**src/irq_routing_pkg.sv**
```systemverilog
/*
   Shared constants and types for the board interrupt routing block.
   Assumes a 32-bit APB slave on clk_sys and word-aligned registers.
*/
package irq_routing_pkg;

   // Register byte offsets
   localparam logic [7:0] OFS_CTRL = 8'h00;
   localparam logic [7:0] OFS_STATUS = 8'h04;
   localparam logic [7:0] OFS_LATCH_CLR = 8'h08;
   localparam logic [7:0] OFS_FLAG_SET = 8'h0C;
   localparam logic [7:0] OFS_FLAG_ACK = 8'h10;
   localparam logic [7:0] OFS_OR_SEL = 8'h14;
   localparam logic [7:0] OFS_NOR_SEL = 8'h18;
   localparam logic [7:0] OFS_MASTER_MASK = 8'h1C;
   localparam logic [7:0] OFS_SLAVE_MASK = 8'h20;
   localparam logic [7:0] OFS_PENDING = 8'h24;
   localparam logic [7:0] OFS_TIMEOUT = 8'h28;

   // Control field positions
   localparam int CTRL_BUS_LINE_LSB = 0;
   localparam int CTRL_BUS_LINE_W = 3;

   // Status/clear field positions
   localparam int ST_PULSE_LATCH = 0;
   localparam int ST_RING_LATCH = 1;
   localparam int ST_FLAG_IN = 2;
   localparam int ST_FLAG_OUT = 3;
   localparam int ST_TIMEOUT = 4;

   // Reset values
   localparam logic [2:0] RST_BUS_LINE = 3'h0;
   localparam logic [7:0] RST_MASK = 8'h00;
   localparam logic [3:0] RST_OR_SEL = 4'h0;
   localparam logic [1:0] RST_NOR_SEL = 2'h0;

   // Level counts
   localparam int MASTER_LEVELS = 8;
   localparam int SLAVE_LEVELS = 5;
   localparam int BUS_LEVELS = 8;
   localparam int SERIAL_DEVICES = 4;
   localparam int CAUSES_PER_DEVICE = 8;
   localparam int CASCADE_INPUT = 7;

   // Bus acquisition / acknowledge timeout
   localparam int TIMEOUT_US = 10;
   localparam int CLK_MHZ = 100;
   localparam int TIMEOUT_CYCLES = TIMEOUT_US * CLK_MHZ;

   typedef struct packed {
      logic psel;
      logic penable;
      logic pwrite;
      logic [7:0] paddr;
      logic [31:0] pwdata;
   } apb_req_type;

   typedef struct packed {
      logic [31:0] prdata;
      logic pready;
      logic pslverr;
   } apb_rsp_type;

   typedef struct packed {
      logic pulse_latch;
      logic ring_latch;
      logic flag_in;
      logic flag_out;
      logic timeout;
   } glue_state_type;

endpackage

```
**src/board_interrupt_routing.sv**
```systemverilog
/*
   Interrupt routing for a communicating single-board processor: a master and a
   cascaded slave priority_interrupt_unit, flag-byte handshake both ways, latches
   and jumper matrices. Assumes APB master on clk_sys; pins arrive asynchronously.
*/
// The implementer's own choices: the APB slave port and the register offsets.
`timescale 1ns/1ns

// Summary of operation
// RL1: Master unit takes slave unit's request on its cascade input.
// RL2: Two master inputs come from the serial controllers for vectoring.
// RL3: Twenty-two priority levels reach the processor in total; the code vectors 12 (seven master levels, five slave levels) plus nmi.
// RL4: Non-maskable line goes straight to processor, highest priority.
// RL5: Slave unit serves three timers and two DMA channels.
// RL6: Master unit has eight levels, one being the cascade.
// RL7: Eight system bus request levels are accepted.
// RL8: No bus-vectored cycles; bus requests are plain levels.
// RL9: Four serial devices give eight causes each, 32 total.
// RL10: Three master-chip timer outputs are interrupt sources.
// RL11: System bus I/O write to flag byte raises one request.
// RL12: Processor I/O write raises bus interrupt on selectable line 0-7.
// RL13: Two expansion connectors give two request lines each.
// RL14: Timeout interrupt on long bus wait or missing acknowledge.
// RL15: Latch turns dma_end_of_process pulse into level request.
// RL16: OR matrix merges up to four jumper-selected sources.
// RL17: Latch captures ring indicator from serial channels 4 to 7.
// RL18: NOR matrix merges and inverts up to two selected sources.
// RL19: Flag-byte handshake works in both directions.
// RL20: Pulse and ring latches hold until cleared or reset.
// RL21: Flag interrupts stay asserted until receiver acknowledges.
module board_interrupt_routing
   import irq_routing_pkg::*;
#(
   parameter int TIMEOUT_LIMIT = TIMEOUT_CYCLES
)
(
   input wire logic clk_sys,
   input wire logic rst_n,
   input wire apb_req_type apb_req,
   output apb_rsp_type apb_rsp,
   input wire logic [SERIAL_DEVICES*CAUSES_PER_DEVICE-1:0] serial_cause,
   input wire logic [2:0] slave_timer,
   input wire logic [1:0] slave_dma,
   input wire logic [2:0] master_timer,
   input wire logic [BUS_LEVELS-1:0] bus_int_in,
   input wire logic [3:0] expansion_int,
   input wire logic power_fail,
   input wire logic dma_end_of_process,
   input wire logic [3:0] ring_indicator,
   input wire logic bus_flag_write,
   input wire logic bus_request,
   input wire logic bus_granted,
   input wire logic bus_cycle,
   input wire logic bus_ack,
   output logic nmi,
   output logic cpu_int,
   output logic [4:0] cpu_vector,
   output logic [BUS_LEVELS-1:0] bus_int_out,
   output glue_state_type glue_state
);

   localparam int NSYNC = 11;

   logic [NSYNC-1:0] sync1;
   logic [NSYNC-1:0] sync2;
   logic [NSYNC-1:0] sync3;
   logic [NSYNC-1:0] clean;
   logic [NSYNC-1:0] clean_d;
   logic [NSYNC-1:0] raw_pins;

   logic [2:0] bus_line;
   logic [3:0] or_sel;
   logic [1:0] nor_sel;
   logic [MASTER_LEVELS-1:0] master_mask;
   logic [MASTER_LEVELS-1:0] slave_mask;
   logic pulse_latch;
   logic ring_latch;
   logic flag_in;
   logic flag_out;
   logic timeout_flag;
   logic [15:0] wait_count;
   logic [SERIAL_DEVICES-1:0] serial_any;
   logic or_out;
   logic nor_out;
   logic [SLAVE_LEVELS-1:0] slave_req;
   logic slave_cascade;
   logic [MASTER_LEVELS-1:0] master_req;
   logic [MASTER_LEVELS-1:0] master_pend;
   logic [2:0] next_master_level;
   logic [2:0] next_slave_level;
   logic next_cpu_int;
   logic wr_en;
   logic rd_en;
   logic known;

   function automatic logic [2:0] first_set(input logic [7:0] v);
      logic [2:0] r;
      r = 3'h0;
      for (int i = 7; i >= 0; i--)
      begin
         if (v[i])
         begin
            r = i[2:0];
         end
      end
      return r;
   endfunction

   function automatic logic is_reg(input logic [7:0] a, input logic [7:0] o);
      return a == o;
   endfunction

   // Handshake, latch and power-fail pins pass three flops; change counted once stages two and three agree
   assign raw_pins = {ring_indicator, dma_end_of_process, bus_flag_write,
                      bus_request, bus_granted, bus_cycle, bus_ack,
                      power_fail};

   always_ff @(posedge clk_sys)
   begin
      if (!rst_n)
      begin
         sync1 <= '0;
         sync2 <= '0;
         sync3 <= '0;
         clean <= '0;
         clean_d <= '0;
      end
      else
      begin
         sync1 <= raw_pins;
         sync2 <= sync1;
         sync3 <= sync2;
         clean <= ((sync2 ~^ sync3) & sync2) | (~(sync2 ~^ sync3) & clean);
         clean_d <= clean;
      end
   end

   logic ri_any;
   logic eop_rise;
   logic flag_wr_rise;
   logic s_bus_req;
   logic s_bus_grant;
   logic s_bus_cycle;
   logic s_bus_ack;
   logic s_power_fail;

   assign ri_any = |(clean[10:7] & ~clean_d[10:7]);
   assign eop_rise = clean[6] & ~clean_d[6];
   assign flag_wr_rise = clean[5] & ~clean_d[5];
   assign s_bus_req = clean[4];
   assign s_bus_grant = clean[3];
   assign s_bus_cycle = clean[2];
   assign s_bus_ack = clean[1];
   assign s_power_fail = clean[0];

   // All bus levels get their own synchroniser, one filter per bit
   logic [BUS_LEVELS-1:0] bus_s1;
   logic [BUS_LEVELS-1:0] bus_s2;
   logic [BUS_LEVELS-1:0] bus_s3;
   logic [BUS_LEVELS-1:0] bus_level;

   always_ff @(posedge clk_sys)
   begin
      if (!rst_n)
      begin
         bus_s1 <= '0;
         bus_s2 <= '0;
         bus_s3 <= '0;
         bus_level <= '0;
      end
      else
      begin
         bus_s1 <= bus_int_in;
         bus_s2 <= bus_s1;
         bus_s3 <= bus_s2;
         bus_level <= ((bus_s2 ~^ bus_s3) & bus_s2) | (~(bus_s2 ~^ bus_s3) & bus_level); // RL8
      end
   end

   // APB slave: zero wait states
   assign wr_en = apb_req.psel & apb_req.penable & apb_req.pwrite;
   assign rd_en = apb_req.psel & apb_req.penable & ~apb_req.pwrite;

   always_comb
   begin
      known = 1'b0;
      for (int k = 0; k <= 10; k++)
      begin
         if (is_reg(apb_req.paddr, 8'(k * 4)))
         begin
            known = 1'b1;
         end
      end
   end

   always_ff @(posedge clk_sys)
   begin
      if (!rst_n)
      begin
         bus_line <= RST_BUS_LINE;
         or_sel <= RST_OR_SEL;
         nor_sel <= RST_NOR_SEL;
         master_mask <= RST_MASK;
         slave_mask <= RST_MASK;
      end
      else if (wr_en)
      begin
         if (is_reg(apb_req.paddr, OFS_CTRL))
         begin
            bus_line <= apb_req.pwdata[CTRL_BUS_LINE_LSB +: CTRL_BUS_LINE_W]; // RL12
         end
         if (is_reg(apb_req.paddr, OFS_OR_SEL))
         begin
            or_sel <= apb_req.pwdata[3:0]; // RL16
         end
         if (is_reg(apb_req.paddr, OFS_NOR_SEL))
         begin
            nor_sel <= apb_req.pwdata[1:0]; // RL18
         end
         if (is_reg(apb_req.paddr, OFS_MASTER_MASK))
         begin
            master_mask <= apb_req.pwdata[7:0];
         end
         if (is_reg(apb_req.paddr, OFS_SLAVE_MASK))
         begin
            slave_mask <= apb_req.pwdata[7:0];
         end
      end
   end

   logic clr_wr;
   logic [31:0] clr_bits;
   assign clr_wr = wr_en & is_reg(apb_req.paddr, OFS_LATCH_CLR);
   assign clr_bits = clr_wr ? apb_req.pwdata : 32'h0000_0000;

   // Event set wins over a same-cycle clear
   always_ff @(posedge clk_sys)
   begin
      if (!rst_n)
      begin
         pulse_latch <= 1'b0; // RL20
         ring_latch <= 1'b0; // RL20
      end
      else
      begin
         pulse_latch <= eop_rise | (pulse_latch & ~clr_bits[ST_PULSE_LATCH]); // RL15 RL20
         ring_latch <= ri_any | (ring_latch & ~clr_bits[ST_RING_LATCH]); // RL17 RL20
      end
   end

   // Flag byte handshake
   always_ff @(posedge clk_sys)
   begin
      if (!rst_n)
      begin
         flag_in <= 1'b0;
         flag_out <= 1'b0;
      end
      else
      begin
         flag_in <= flag_wr_rise | (flag_in & ~clr_bits[ST_FLAG_IN]); // RL11 RL19 RL21
         flag_out <= (wr_en & is_reg(apb_req.paddr, OFS_FLAG_SET))
                     | (flag_out & ~(wr_en & is_reg(apb_req.paddr, OFS_FLAG_ACK))); // RL12 RL19 RL21
      end
   end

   // Drives the selected bus line while the flag stands
   always_ff @(posedge clk_sys)
   begin
      if (!rst_n)
      begin
         bus_int_out <= '0;
      end
      else
      begin
         bus_int_out <= flag_out ? (8'h01 << bus_line) : 8'h00; // RL12
      end
   end

   // Fail-safe timer: waiting for grant or for acknowledge
   always_ff @(posedge clk_sys)
   begin
      if (!rst_n)
      begin
         wait_count <= '0;
         timeout_flag <= 1'b0;
      end
      else
      begin
         if ((s_bus_req & ~s_bus_grant) | (s_bus_cycle & ~s_bus_ack))
         begin
            if (wait_count != 16'(TIMEOUT_LIMIT))
            begin
               wait_count <= wait_count + 16'h0001;
            end
         end
         else
         begin
            wait_count <= '0;
         end
         timeout_flag <= (wait_count == 16'(TIMEOUT_LIMIT - 1))
                         | (timeout_flag & ~clr_bits[ST_TIMEOUT]); // RL14
      end
   end

   // Each serial device concentrates its eight causes
   genvar g;
   generate
      for (g = 0; g < SERIAL_DEVICES; g++)
      begin : serial_or
         assign serial_any[g] = |serial_cause[g*CAUSES_PER_DEVICE +: CAUSES_PER_DEVICE]; // RL9
      end
   endgenerate

   assign or_out = |({expansion_int[3], timeout_flag, ring_latch, pulse_latch} & or_sel); // RL16
   assign nor_out = ~|({expansion_int[2], flag_in} & nor_sel) & (|nor_sel); // RL18

   assign slave_req = {slave_dma, slave_timer}; // RL5
   assign slave_cascade = |(slave_req & slave_mask[SLAVE_LEVELS-1:0]); // RL1

   assign master_req[0] = serial_any[0] | serial_any[1]; // RL2
   assign master_req[1] = serial_any[2] | serial_any[3]; // RL2
   assign master_req[4:2] = master_timer; // RL10
   assign master_req[5] = flag_in | or_out | nor_out | |bus_level; // RL7 RL11
   assign master_req[6] = |expansion_int[1:0]; // RL13
   assign master_req[CASCADE_INPUT] = slave_cascade; // RL1 RL6
   assign master_pend = master_req & master_mask;

   always_comb
   begin
      next_master_level = first_set(master_pend);
      next_slave_level = first_set({3'h0, slave_req & slave_mask[SLAVE_LEVELS-1:0]});
      next_cpu_int = |master_pend;
   end

   always_ff @(posedge clk_sys)
   begin
      if (!rst_n)
      begin
         nmi <= 1'b0;
         cpu_int <= 1'b0;
         cpu_vector <= '0;
      end
      else
      begin
         nmi <= s_power_fail; // RL4
         cpu_int <= next_cpu_int; // RL3
         cpu_vector <= (next_master_level == 3'(CASCADE_INPUT))
                       ? {2'b10, next_slave_level} : {2'b00, next_master_level}; // RL1 RL3
      end
   end

   assign glue_state = '{pulse_latch: pulse_latch, ring_latch: ring_latch, flag_in: flag_in,
                         flag_out: flag_out, timeout: timeout_flag};

   // Read mux; zero wait states, unmapped gives pslverr
   always_comb
   begin
      apb_rsp.pready = 1'b1;
      apb_rsp.pslverr = apb_req.psel & apb_req.penable & ~known;
      apb_rsp.prdata = 32'h0000_0000;
      if (rd_en)
      begin
         case (apb_req.paddr)
            OFS_CTRL: apb_rsp.prdata = {29'h0, bus_line};
            OFS_STATUS: apb_rsp.prdata = {27'h0, timeout_flag, flag_out, flag_in, ring_latch, pulse_latch};
            OFS_OR_SEL: apb_rsp.prdata = {28'h0, or_sel};
            OFS_NOR_SEL: apb_rsp.prdata = {30'h0, nor_sel};
            OFS_MASTER_MASK: apb_rsp.prdata = {24'h0, master_mask};
            OFS_SLAVE_MASK: apb_rsp.prdata = {24'h0, slave_mask};
            OFS_PENDING: apb_rsp.prdata = {16'h0, bus_level, master_pend};
            OFS_TIMEOUT: apb_rsp.prdata = {16'h0, wait_count};
            default: apb_rsp.prdata = 32'h0000_0000;
         endcase
      end
   end

endmodule

```
**config.mk**
```make
export PLATFORM = sky130hd
export DESIGN_NAME = board_interrupt_routing
export DESIGN_NICKNAME = d
export VERILOG_FILES = /design/src/irq_routing_pkg.sv /design/src/board_interrupt_routing.sv
export SDC_FILE = /design/constraint.sdc
export NUM_CORES = 1
export LEC_CHECK = 0
export BUFFER_PORTS_ARGS = -buffer_cell sky130_fd_sc_hd__buf_2
export CAP_MARGIN = 20
export CORE_ASPECT_RATIO = 0.6
export CORE_MARGIN = 2
export CORE_UTILIZATION = 40
export CTS_CLUSTER_SIZE = 8
export DETAILED_ROUTE_END_ITERATION = 16
export GPL_ROUTABILITY_DRIVEN = 1
export PLACE_DENSITY_LB_ADDON = 0.12
export SKIP_LAST_GASP = 1
export SLEW_MARGIN = 20
export SYNTH_ARGS = -nofsm -noshare
export SYNTH_HDL_FRONTEND = slang
export SYNTH_SLANG_ARGS = --single-unit
```
**constraint.sdc**
```tcl
create_clock -name clk_sys -period 4.4 [get_ports clk_sys]
set_clock_uncertainty 0.15 [all_clocks]
set_input_delay 1.1 -clock clk_sys [delete_from_list [all_inputs] [get_ports clk_sys]]
set_output_delay 1.1 -clock clk_sys [all_outputs]
set_load 0.05 [all_outputs]
```
# Yosys cells after proc, flatten, opt, wreduce, memory -nomap -nowiden
# Cells that the tools add are included.
# totals
reg_bits	148
in_bits	108
out_inout_bits	54
wordCells	143
# classes
n_addsub	1
n_eq_ne	13
n_shift	1
mux	28
n_bitwise	55
n_reduce_logical	21
# op_table
cell	count
one-hot mux 16 bit (8 select lines)	1
OR reduction 8 bit	6
two-way mux 3 bit	13
equality test 8 x 5 -> 1 bit, second input constant	4
bitwise AND 8 bit	3
equality test 8 x 6 -> 1 bit, second input constant	3
bitwise AND 11 bit	2
bitwise AND 1 bit	17
adder 16 x 1 -> 16 bit, second input constant	1
equality test 16 x 10 -> 1 bit, second input constant	1
equality test 8 x 4 -> 1 bit, second input constant	2
two-way mux 16 bit	1
inequality test 16 x 10 -> 1 bit, second input constant	1
AND reduction 2 bit	7
two-way mux 1 bit	11
inverter 1 bit	11
inverter 11 bit	1
bitwise OR 1 bit	11
bitwise OR 11 bit	1
bitwise XNOR 11 bit	1
two-way mux 5 bit	2
bitwise AND 4 bit	2
equality test 8 x 3 -> 1 bit, second input constant	1
zero test 8 bit	1
other kinds (12)	15

# Logic depth before layout (Yosys ltp)
# Gate-level depths: netlist of the first run.
# depth
ltp_word	17
mapped_depth	7

# Worst setup path before layout of the first run
# Ideal clock, no wire load.
# synth_path
kind	input port to output port
from	input port apb_req[36] in the netlist's numbering
to	output port apb_rsp[5] in the netlist's numbering
arrival_ps	3212
t_required_ps	3150
setup_slack_ps	-62
path_stages	6
n_path_buf	2
path_cell_list	or4b_2 -> buf_2 -> and2b_2 -> buf_4 -> a21oi_1 -> a31oi_1
# synth_rtl
element	line_no	rtl
start: declaration	board_interrupt_routing.sv:39	input wire apb_req_type apb_req,
end: declaration	board_interrupt_routing.sv:40	output apb_rsp_type apb_rsp,

==> results.sh, run 1 <==
export IMPL_status="finished clean"
export IMPL_drt_iter0_drc=479
export IMPL_nFillCells=1390
export IMPL_timing_fmax_ghz=0.233
export IMPL_ys_ff_latch=142
export IMPL_syn2layout_area_growth_pct=24.0
export IMPL_synthCells=650
export IMPL_synthMuxAreaShare=0.0140
export IMPL_place_gp_congestion=0.826
export IMPL_synth_edf_count=0
export IMPL_hold_buffers=0
export IMPL_clk_latency_ns=0.41
export IMPL_clk_pin_slew_ns=0.06
export IMPL_min_period_over_period=0.977
export IMPL_irDropWorstVdd_mv=0.278
export IMPL_rows=34
export IMPL_power_leakage_nw=2.87
export IMPL_grt_max_degree=49
export IMPL_cts_buffer_depth=2
export IMPL_min_path_type="reg2reg"
export IMPL_synth_top_cell_by_area="dfxtp_1"
export IMPL_synthTopCellsByArea="dfxtp_1 (48%), and2_1 (6.9%), a21boi_0 (5.4%), nand2_1 (4.5%), buf_4 (3.1%)"
export IMPL_synthAdderAreaFrac=0.00426
export IMPL_setup_viol=0
export IMPL_synth_xor_area_share=0.0179
export IMPL_grt_ovfl_total=0
export IMPL_finalNetCount=878
export IMPL_drive_above_1_share=0.239
export IMPL_syn_cell_area_um2=5880
export IMPL_slew_headroom=0.420
export IMPL_chipHeight_um=97.9
export IMPL_worst_pin_slew_ns=0.870
export IMPL_cts_root_buf="clkbuf_16"
export IMPL_end_kind="output pin"
export IMPL_crit_family="simple AND/OR/NAND/NOR gates"
export IMPL_port_buffers=119
export IMPL_async_flop_share=0
export IMPL_p_total_w=0.00299
export IMPL_period_minus_slack_ns=4.30
export IMPL_grt_pass1_vias=4667
export IMPL_crit_path_frequent_cell="buf_2"
export IMPL_die_area_um2=15700
export IMPL_dp_hpwl_um=10600
export IMPL_cts_buffers=17
export IMPL_drv_cap=0
export IMPL_dr_pass1_iters=5
export IMPL_synth_top_cell_area_share=0.484
export IMPL_rsz0062_at_grt="false"
export IMPL_syn_area_per_cell_um2=9.04
export IMPL_initial_core_util=0.408
export IMPL_synth_top_family_by_area="simple AND/OR/NAND/NOR gates"
export IMPL_die_w_um=161
export IMPL_synth_distinct_cells=56
export IMPL_coreArea_um2=14400
export IMPL_yosys_area_share_simple=0.248
export IMPL_cts_tree="yes"
export IMPL_diodes=0
export IMPL_p_per_area_nw_per_um2=410
export IMPL_crit_type="in2out"
export IMPL_worstPathRequired_ns=3.15
export IMPL_synth_compound_area_share=0.170
export IMPL_arrival_ns=3.05
export IMPL_cp_buffers_inverters=2
export IMPL_critPathMaxStageDelay_ns=0.78
export IMPL_slew_violations=0
export IMPL_synth_warnings=0
export IMPL_drt_wl_total_um=14400
export IMPL_grt_pass1_wl_um=23700
export IMPL_grt_usage=0.189
export IMPL_synth_seq_area_share=0.484
export IMPL_vias_per_cell=5.10
export IMPL_antenna_found_initial=0
export IMPL_post_cts_buffers=0
export IMPL_slowest_stage="or4b_2"
export IMPL_cp_max_fo=5
export IMPL_tns_ns=0
export IMPL_io_pins=162
export IMPL_cts_htree_levels=4
export IMPL_cts_sinks=142
export IMPL_ant_nets=0
export IMPL_drc=0
export IMPL_hold_viol_final=0
export IMPL_path_cells="buf_2, or4b_2, nor2_1, a22o_1, a21oi_1, a31oi_2, buf_2"
export IMPL_vias=4991
export IMPL_routedWlPerCell_um=14.7
export IMPL_synth_ff_type="dfxtp_1"
export IMPL_crit_path_start_kind="input pin"
path summary, 6_finish.rpt:
kind	slack, ns	end	from	cells past startpoint
setup / recovery	0.10	apb_rsp[5]	apb_req[33]	7
hold / removal	0.28	sync2[0]	sync1[0]	1
setup reg to reg	2.11	cpu_vector[2]	flip-flop	5
hold reg to reg	0.28	sync2[0]	sync1[0]	1
worst register-to-register path, stage by stage (launching register included):
cell and delay [ns]:
dfxtp_1 0.33, or4_4 0.57, a2111oi_4 0.42, a41oi_2 0.26, a41o_1 0.29, o21a_1 0.16
repair_timing:
item / in CTS / in global routing
hold endpoints to repair: 0 / 0
resized for setup: 0 / 2
endpoints found under the setup margin: 0 / 7
power breakdown:
part	total (W)	switching [W]	internal [W]
Combinational	0.000146	0.0000910	0.0000548
Sequential	0.00132	0.00000740	0.00131
Clock	0.00152	0.000567	0.000958
kinds of logic (layout without fill, tap and decap cells):
logic type      after synthesis  after routing
simple gates                275            275
flops                       142            142
compound gates              139            139
buf+inv                      70            185
xor+xnor                     12             12
mux                           8              8
fa+ha+maj                     2              2
other cells                   2             18
through the flow:
step / instances / worst slack (ns) / util / area (µm²) / hold WS (ns)
after global placement: 947 / 0.0441 / 0.461 / 6650 / 0.266
after CTS: 979 / 0.0270 / 0.505 / 7280 / 0.284
after floorplan: 666 / 0.0108 / - / 5960 / 0.262
after detailed placement: 947 / 0.0339 / 0.461 / 6650 / 0.269
after global routing: 979 / 0.0505 / 0.505 / 7290 / 0.298
final: 979 / 0.102 / 0.505 / 7290 / 0.282
routing by layer:
| metal | GRT usage | vias to the layer above | wire length [µm] |
|---|---|---|---|
| met5 | 0 | - | 0 |
| met1 | 0.278 | 2351 | 7270 |
| li1 | - | 2458 | - |
| met4 | 0.0568 | 0 | 159 |
| met3 | 0.0433 | 14 | 1010 |
| met2 | 0.275 | 168 | 5960 |
final cells by class:
type | instances | area [µm²] | area share
timing repair buffer | 136 | 736 | 0.101
sequential | 142 | 2840 | 0.390
inverter | 17 | 63.8 | 0.00875
clock buffer | 17 | 425 | 0.0584
clock inverter | 15 | 208 | 0.0285
tap | 198 | 248 | 0.0340
multi-input combinational | 454 | 2770 | 0.380
cell usage in the layout, fill, tap and decap left out, types with 16 or more instances in the layout:
cell type,Yosys,final
dfxtp_1,142,142
buf_2,6,119
nand2_1,70,70
and2_1,65,65
a21boi_0,42,42
nor2_1,40,40
nand3_1,32,32
o21ai_0,24,24
conb_1,2,18
inv_1,17,17
clkbuf_16,0,17
buf_4,24,16
synthesized netlist by cell type, drive strengths merged (5+ instances only):
master / n
nand2b: 6
a21oi: 17
clkbuf: 23
o21ai: 24
nor2b: 9
buf: 30
nor3: 7
a22oi: 15
xnor2: 8
mux2i: 6
nand3: 32
nor4: 13
nand2: 70
and2: 65
nor2: 42
a21boi: 42
and3: 5
dfxtp: 142
inv: 17
Power figures use the tool's default switching activity.
==> run 2: changes to the inputs <==
==> constraint.sdc (replaced) <==
create_clock -name clk_sys -period 5.03 [get_ports clk_sys]
set_clock_uncertainty 0.15 [all_clocks]
set_input_delay 1.2575 -clock clk_sys [delete_from_list [all_inputs] [get_ports clk_sys]]
set_output_delay 1.2575 -clock clk_sys [all_outputs]
set_load 0.05 [all_outputs]
==> run 2 against run 1 <==
Final cell count decreased by 0.61%. Combinational power shrank 14%. Sequential share of layout area grew 0.84 points. Flip-flop and latch count stayed put. Core utilization fell by 1.1 points. Die area is the same. First-iteration DRC count is 19% lower. Hold slack worse by 0.0046 ns. Wire length shrank 1.5%. Sequential power fell by 13%. Global-route usage decreased by 0.30 points. Register-to-register slack improved by 0.65 ns. Critical endpoint is now apb_rsp[7]. Highest routed layer unchanged.
==> results.sh, run 2 (same netlist as run 1, synthesis figures left out) <==
export IMPL_regArea_um2=2840
export IMPL_worstPathRequired_ns=3.62
export IMPL_cts_htree_levels=4
export IMPL_post_cts_buffers=0
export IMPL_holdPathStages=1
export IMPL_p_switching_w=0.000573
export IMPL_die_w_um=161
export IMPL_rows=34
export IMPL_cts_buffers=17
export IMPL_grt_pass1_wl_um=23400
export IMPL_critPathMaxStageDelay_ns=0.83
export IMPL_finalNetCount=872
export IMPL_status="finished clean"
export IMPL_vias_per_cell=5.05
export IMPL_place_gp_congestion=0.851
export IMPL_io_pins=162
export IMPL_multiInputGateArea_um2=2740
export IMPL_initial_core_util=0.408
export IMPL_final_cell_count_no_fill=973
export IMPL_dp_hpwl_um=10300
export IMPL_crit_type="in2out"
export IMPL_coreArea_um2=14400
export IMPL_worst_pin_slew_ns=0.882
export IMPL_rr_endpoint="cpu_vector[2]"
export IMPL_p_per_area_nw_per_um2=346
export IMPL_grt_usage=0.186
export IMPL_chipHeight_um=97.9
export IMPL_vias=4912
export IMPL_crit_path_start_kind="input pin"
export IMPL_syn2layout_area_growth_pct=21.4
export IMPL_slew_violations=0
export IMPL_reg2reg_depth=5
export IMPL_irDropWorstVdd_mv=0.197
export IMPL_wl_met3_um=1150
export IMPL_intPower_w=0.00190
export IMPL_diodes=0
export IMPL_grt_pass1_vias=4738
export IMPL_crit_path_frequent_cell="buf_2"
export IMPL_clk_pin_slew_ns=0.06
export IMPL_rrSetupSlack_ns=2.76
export IMPL_path_cells="buf_2, or4b_2, and2b_2, a222oi_1, a21oi_1, buf_2"
export IMPL_wl_met1_um=7130
export IMPL_slew_headroom=0.412
export IMPL_antenna_found_initial=0
export IMPL_clk_latency_ns=0.42
export IMPL_hp_start="bus_s1[6]"
export IMPL_hold_buffers=0
export IMPL_drive_above_1_share=0.227
export IMPL_crit_family="simple AND/OR/NAND/NOR gates"
export IMPL_end_kind="output pin"
export IMPL_hold_viol_final=0
export IMPL_period_minus_slack_ns=4.77
export IMPL_swShare=0.232
export IMPL_cp_buffers_inverters=2
export IMPL_routedWlPerCell_um=14.6
export IMPL_die_area_um2=15700
export IMPL_p_seq_frac=0.466
export IMPL_grt_ovfl_total=0
export IMPL_grt_max_degree=119
export IMPL_hold_end="bus_s2[6]"
export IMPL_min_path_type="reg2reg"
export IMPL_power_leakage_nw=2.80
export IMPL_cts_sinks=142
export IMPL_rsz0062_at_grt="false"
export IMPL_final_common_cell="dfxtp_1"
export IMPL_slowest_stage="or4b_2"
export IMPL_routed_top_layer="met4"
export IMPL_power_frac_comb=0.051
export IMPL_setup_viol=0
export IMPL_timing_fmax_ghz=0.209
export IMPL_drv_cap=0
export IMPL_dr_pass1_iters=5
export IMPL_place_inst=941
export IMPL_cts_root_buf="clkbuf_16"
export IMPL_drc=0
export IMPL_tns_ns=0
export IMPL_ant_nets=0
export IMPL_port_buffers=119
export IMPL_cp_max_fo=15
export IMPL_cts_buffer_depth=2
export IMPL_arrival_ns=3.37
export IMPL_drt_iter0_drc=389
export IMPL_cts_repair_resized=0
export IMPL_most_common_layout_cells="dfxtp_1 (142), buf_2 (119), nand2_1 (70)"
export IMPL_clkPwrFrac=0.484
export IMPL_wl_met2_um=5740
export IMPL_nFillCells=1381
export IMPL_min_period_over_period=0.949
export IMPL_drt_wl_total_um=14200
export IMPL_cts_tree="yes"
run 2: per-stage QoR:
step	power, W	hold WS, ns	instance area, µm²	util	setup slack (ns)
final	0.00247	0.277	7140	0.495	0.257
after global routing	0.00256	0.296	7140	0.495	0.169
after CTS	0.00249	0.284	7140	0.495	0.259
after global placement	0.00130	0.264	6570	0.455	0.287
after detailed placement	0.00130	0.270	6570	0.455	0.266
after floorplan	0.00126	0.262	5940	-	0.253
run 2: cell type report:
cell class,instances,area share
clock buffers,19,0.0635
clock inverters,13,0.0161
inverters,17,0.00894
multi-input cells,454,0.383
flip-flops and latches,142,0.398
well taps,198,0.0347
repair buffers,130,0.0950
run 2: how the worst max path moves through the flow:
stage,startpoint,end,slack [ns],cells past startpoint
final,apb_req[36],apb_rsp[7],0.26,6
after global routing,apb_req[36],apb_rsp[7],0.17,6
after CTS,apb_req[36],apb_rsp[7],0.26,6
after detailed placement,apb_req[36],apb_rsp[7],0.27,6
after global placement,apb_req[36],apb_rsp[7],0.29,6
after floorplan,apb_req[36],apb_rsp[5],0.25,6
run 2: metal layers:
layer / vias up / global-route usage
met5: - / 0
met4: 0 / 0.0672
met3: 19 / 0.0455
met2: 180 / 0.265
met1: 2258 / 0.272
li1: 2455 / -
run 2: power groups by stage:
| stage | Combinational, W | Sequential [W] | Clock [W] |
|---|---|---|---|
| finish | 0.000125 | 0.00115 | 0.00119 |
| global route | 0.000136 | 0.00115 | 0.00127 |
| CTS | 0.000125 | 0.00115 | 0.00122 |
| detailed placement | 0.000125 | 0.00118 | 0 |
| global placement | 0.000123 | 0.00117 | 0 |
| floorplan | 0.0000849 | 0.00117 | 0 |
==> run 3: changes to the inputs <==
--- a/config.mk
+++ b/config.mk
@@ -14,6 +14,7 @@
 export DETAILED_ROUTE_END_ITERATION = 16
 export GPL_ROUTABILITY_DRIVEN = 1
 export PLACE_DENSITY_LB_ADDON = 0.12
+export RECOVER_POWER = 100
 export SKIP_LAST_GASP = 1
 export SLEW_MARGIN = 20
 export SYNTH_ARGS = -nofsm -noshare
==> run 3 against run 2 <==
The flow now finishes with violations (capacitance limit, slew limit). Global-route usage is the same. Design area shrank 0.58%. Non-clock buffer count is the same. Sequential share of layout area grew 0.23 points. Critical path depth is the same. Combinational power is essentially flat. Maximum frequency shrank 1.3%. Clock power is essentially flat. Total power is essentially flat.
==> results.sh, run 3 (same netlist as run 1, synthesis figures left out) <==
export IMPL_tns_ns=0
export IMPL_end_kind="output pin"
export IMPL_min_period_over_period=0.961
export IMPL_place_inst=941
export IMPL_cts_htree_levels=4
export IMPL_timing_fmax_ghz=0.207
export IMPL_dp_slack_ns=0.266
export IMPL_cts_sinks=142
export IMPL_dp_hpwl_um=10300
export IMPL_worst_pin_slew_ns=1.76
export IMPL_final_cell_count_no_fill=973
export IMPL_grt_pass1_vias=4738
export IMPL_hold_viol_final=0
export IMPL_cts_repair_resized=0
export IMPL_grt_max_degree=119
export IMPL_grt_usage=0.186
export IMPL_drc=0
export IMPL_crit_type="in2out"
export IMPL_initial_core_util=0.408
export IMPL_vias_per_cell=5.03
export IMPL_routedWlPerCell_um=14.6
export IMPL_period_minus_slack_ns=4.83
export IMPL_dr_pass1_iters=7
export IMPL_drv_cap=1
export IMPL_failed_checks="capacitance limit, slew limit"
export IMPL_vias=4899
export IMPL_ant_nets=0
export IMPL_cts_tree="yes"
export IMPL_p_total_w=0.00247
export IMPL_drt_wl_total_um=14200
export IMPL_finalWorstSetupSlack_ns=0.196
export IMPL_post_cts_buffers=0
export IMPL_grt_ovfl_total=0
export IMPL_io_pins=162
export IMPL_status="complete, but fails checks"
export IMPL_port_buffers=119
export IMPL_clk_latency_ns=0.41
export IMPL_rrSetupSlack_ns=2.76
export IMPL_cts_buffer_depth=2
export IMPL_worstPathRequired_ns=3.62
export IMPL_cp_max_fo=15
export IMPL_slew_violations=119
export IMPL_crit_path_start_kind="input pin"
export IMPL_multiInputGateArea_um2=2730
export IMPL_irDropWorstVdd_mv=0.197
export IMPL_die_w_um=161
export IMPL_grt_pass1_wl_um=23400
export IMPL_cts_buffers=17
export IMPL_place_gp_congestion=0.851
export IMPL_rsz0062_at_grt="false"
export IMPL_arrival_ns=3.43
export IMPL_finalNetCount=872
export IMPL_cts_root_buf="clkbuf_16"
export IMPL_die_area_um2=15700
export IMPL_drive_above_1_share=0.196
export IMPL_hold_buffers=0
export IMPL_clk_pin_slew_ns=0.06
export IMPL_diodes=0
export IMPL_drt_iter0_drc=432
export IMPL_chipHeight_um=97.9
export IMPL_rows=34
export IMPL_fin_util=0.492
export IMPL_setup_viol=0
export IMPL_slew_headroom=-0.170
export IMPL_most_common_layout_cells="dfxtp_1 (142), buf_2 (82), nand2_1 (70)"
export IMPL_final_common_cell="dfxtp_1"
export IMPL_min_path_type="reg2reg"
export IMPL_syn2layout_area_growth_pct=20.7
export IMPL_power_leakage_nw=2.68
export IMPL_p_per_area_nw_per_um2=348
export IMPL_antenna_found_initial=0
export IMPL_regArea_um2=2840
export IMPL_nFillCells=1394
export IMPL_coreArea_um2=14400
==> run 3: cell count changes in the layout (fill, tap and decap cells not counted) <==
cell | previous run | this run
buf_4 | 11 | 8
buf_2 | 119 | 82
clkbuf_2 | 0 | 17
and2_1 | 65 | 52
and2_0 | 0 | 13
nor3b_2 | 2 | 1
clkbuf_1 | 0 | 23
nor3b_1 | 1 | 2
==> run 3: routing by layer <==
metal  vias up  track usage  routed length [µm]
met4         0       0.0672                 152
met1      2239        0.272                7140
met5         -            0                   0
met3        17       0.0455                1160
li1       2456            -                   -
met2       187        0.265                5750
==> run 3: power breakdown <==
| group | internal (W) | switching [W] |
|---|---|---|
| sequential | 0.00114 | 0.00000650 |
| clock | 0.000707 | 0.000489 |
| combinational | 0.0000465 | 0.0000788 |
| total | 0.00190 | 0.000575 |
==> run 3: final timing paths <==
check,startpoint,to,cells past startpoint
worst max-delay path,apb_req[36],apb_rsp[7],6
worst min-delay path,bus_s1[6],bus_s2[6],1
worst max register to register,flip-flop,cpu_vector[2],5
worst min register to register,bus_s1[6],bus_s2[6],1
==> run 3: per-stage QoR <==
step | hold slack (ns) | area (µm²)
floorplan | 0.262 | 5940
global placement | 0.264 | 6570
detailed placement | 0.270 | 6570
CTS | 0.284 | 7140
global route | 0.296 | 7090
finish | 0.278 | 7090
==> run 3: layout make-up <==
type                    instances  area share
flip-flops and latches        142       0.401
multi-input cells             454       0.385
repair buffers                130      0.0905
clock buffers                  19      0.0638
well taps                     198      0.0349
clock inverters                13      0.0162
inverters                      17     0.00899
==> run 3: critical path, cell delays in order <==
cell and delay [ns]:
clkbuf_1 0.14, or4b_2 0.85, and2b_2 0.51, a222oi_1 0.18, a21oi_1 0.18, clkbuf_2 0.30
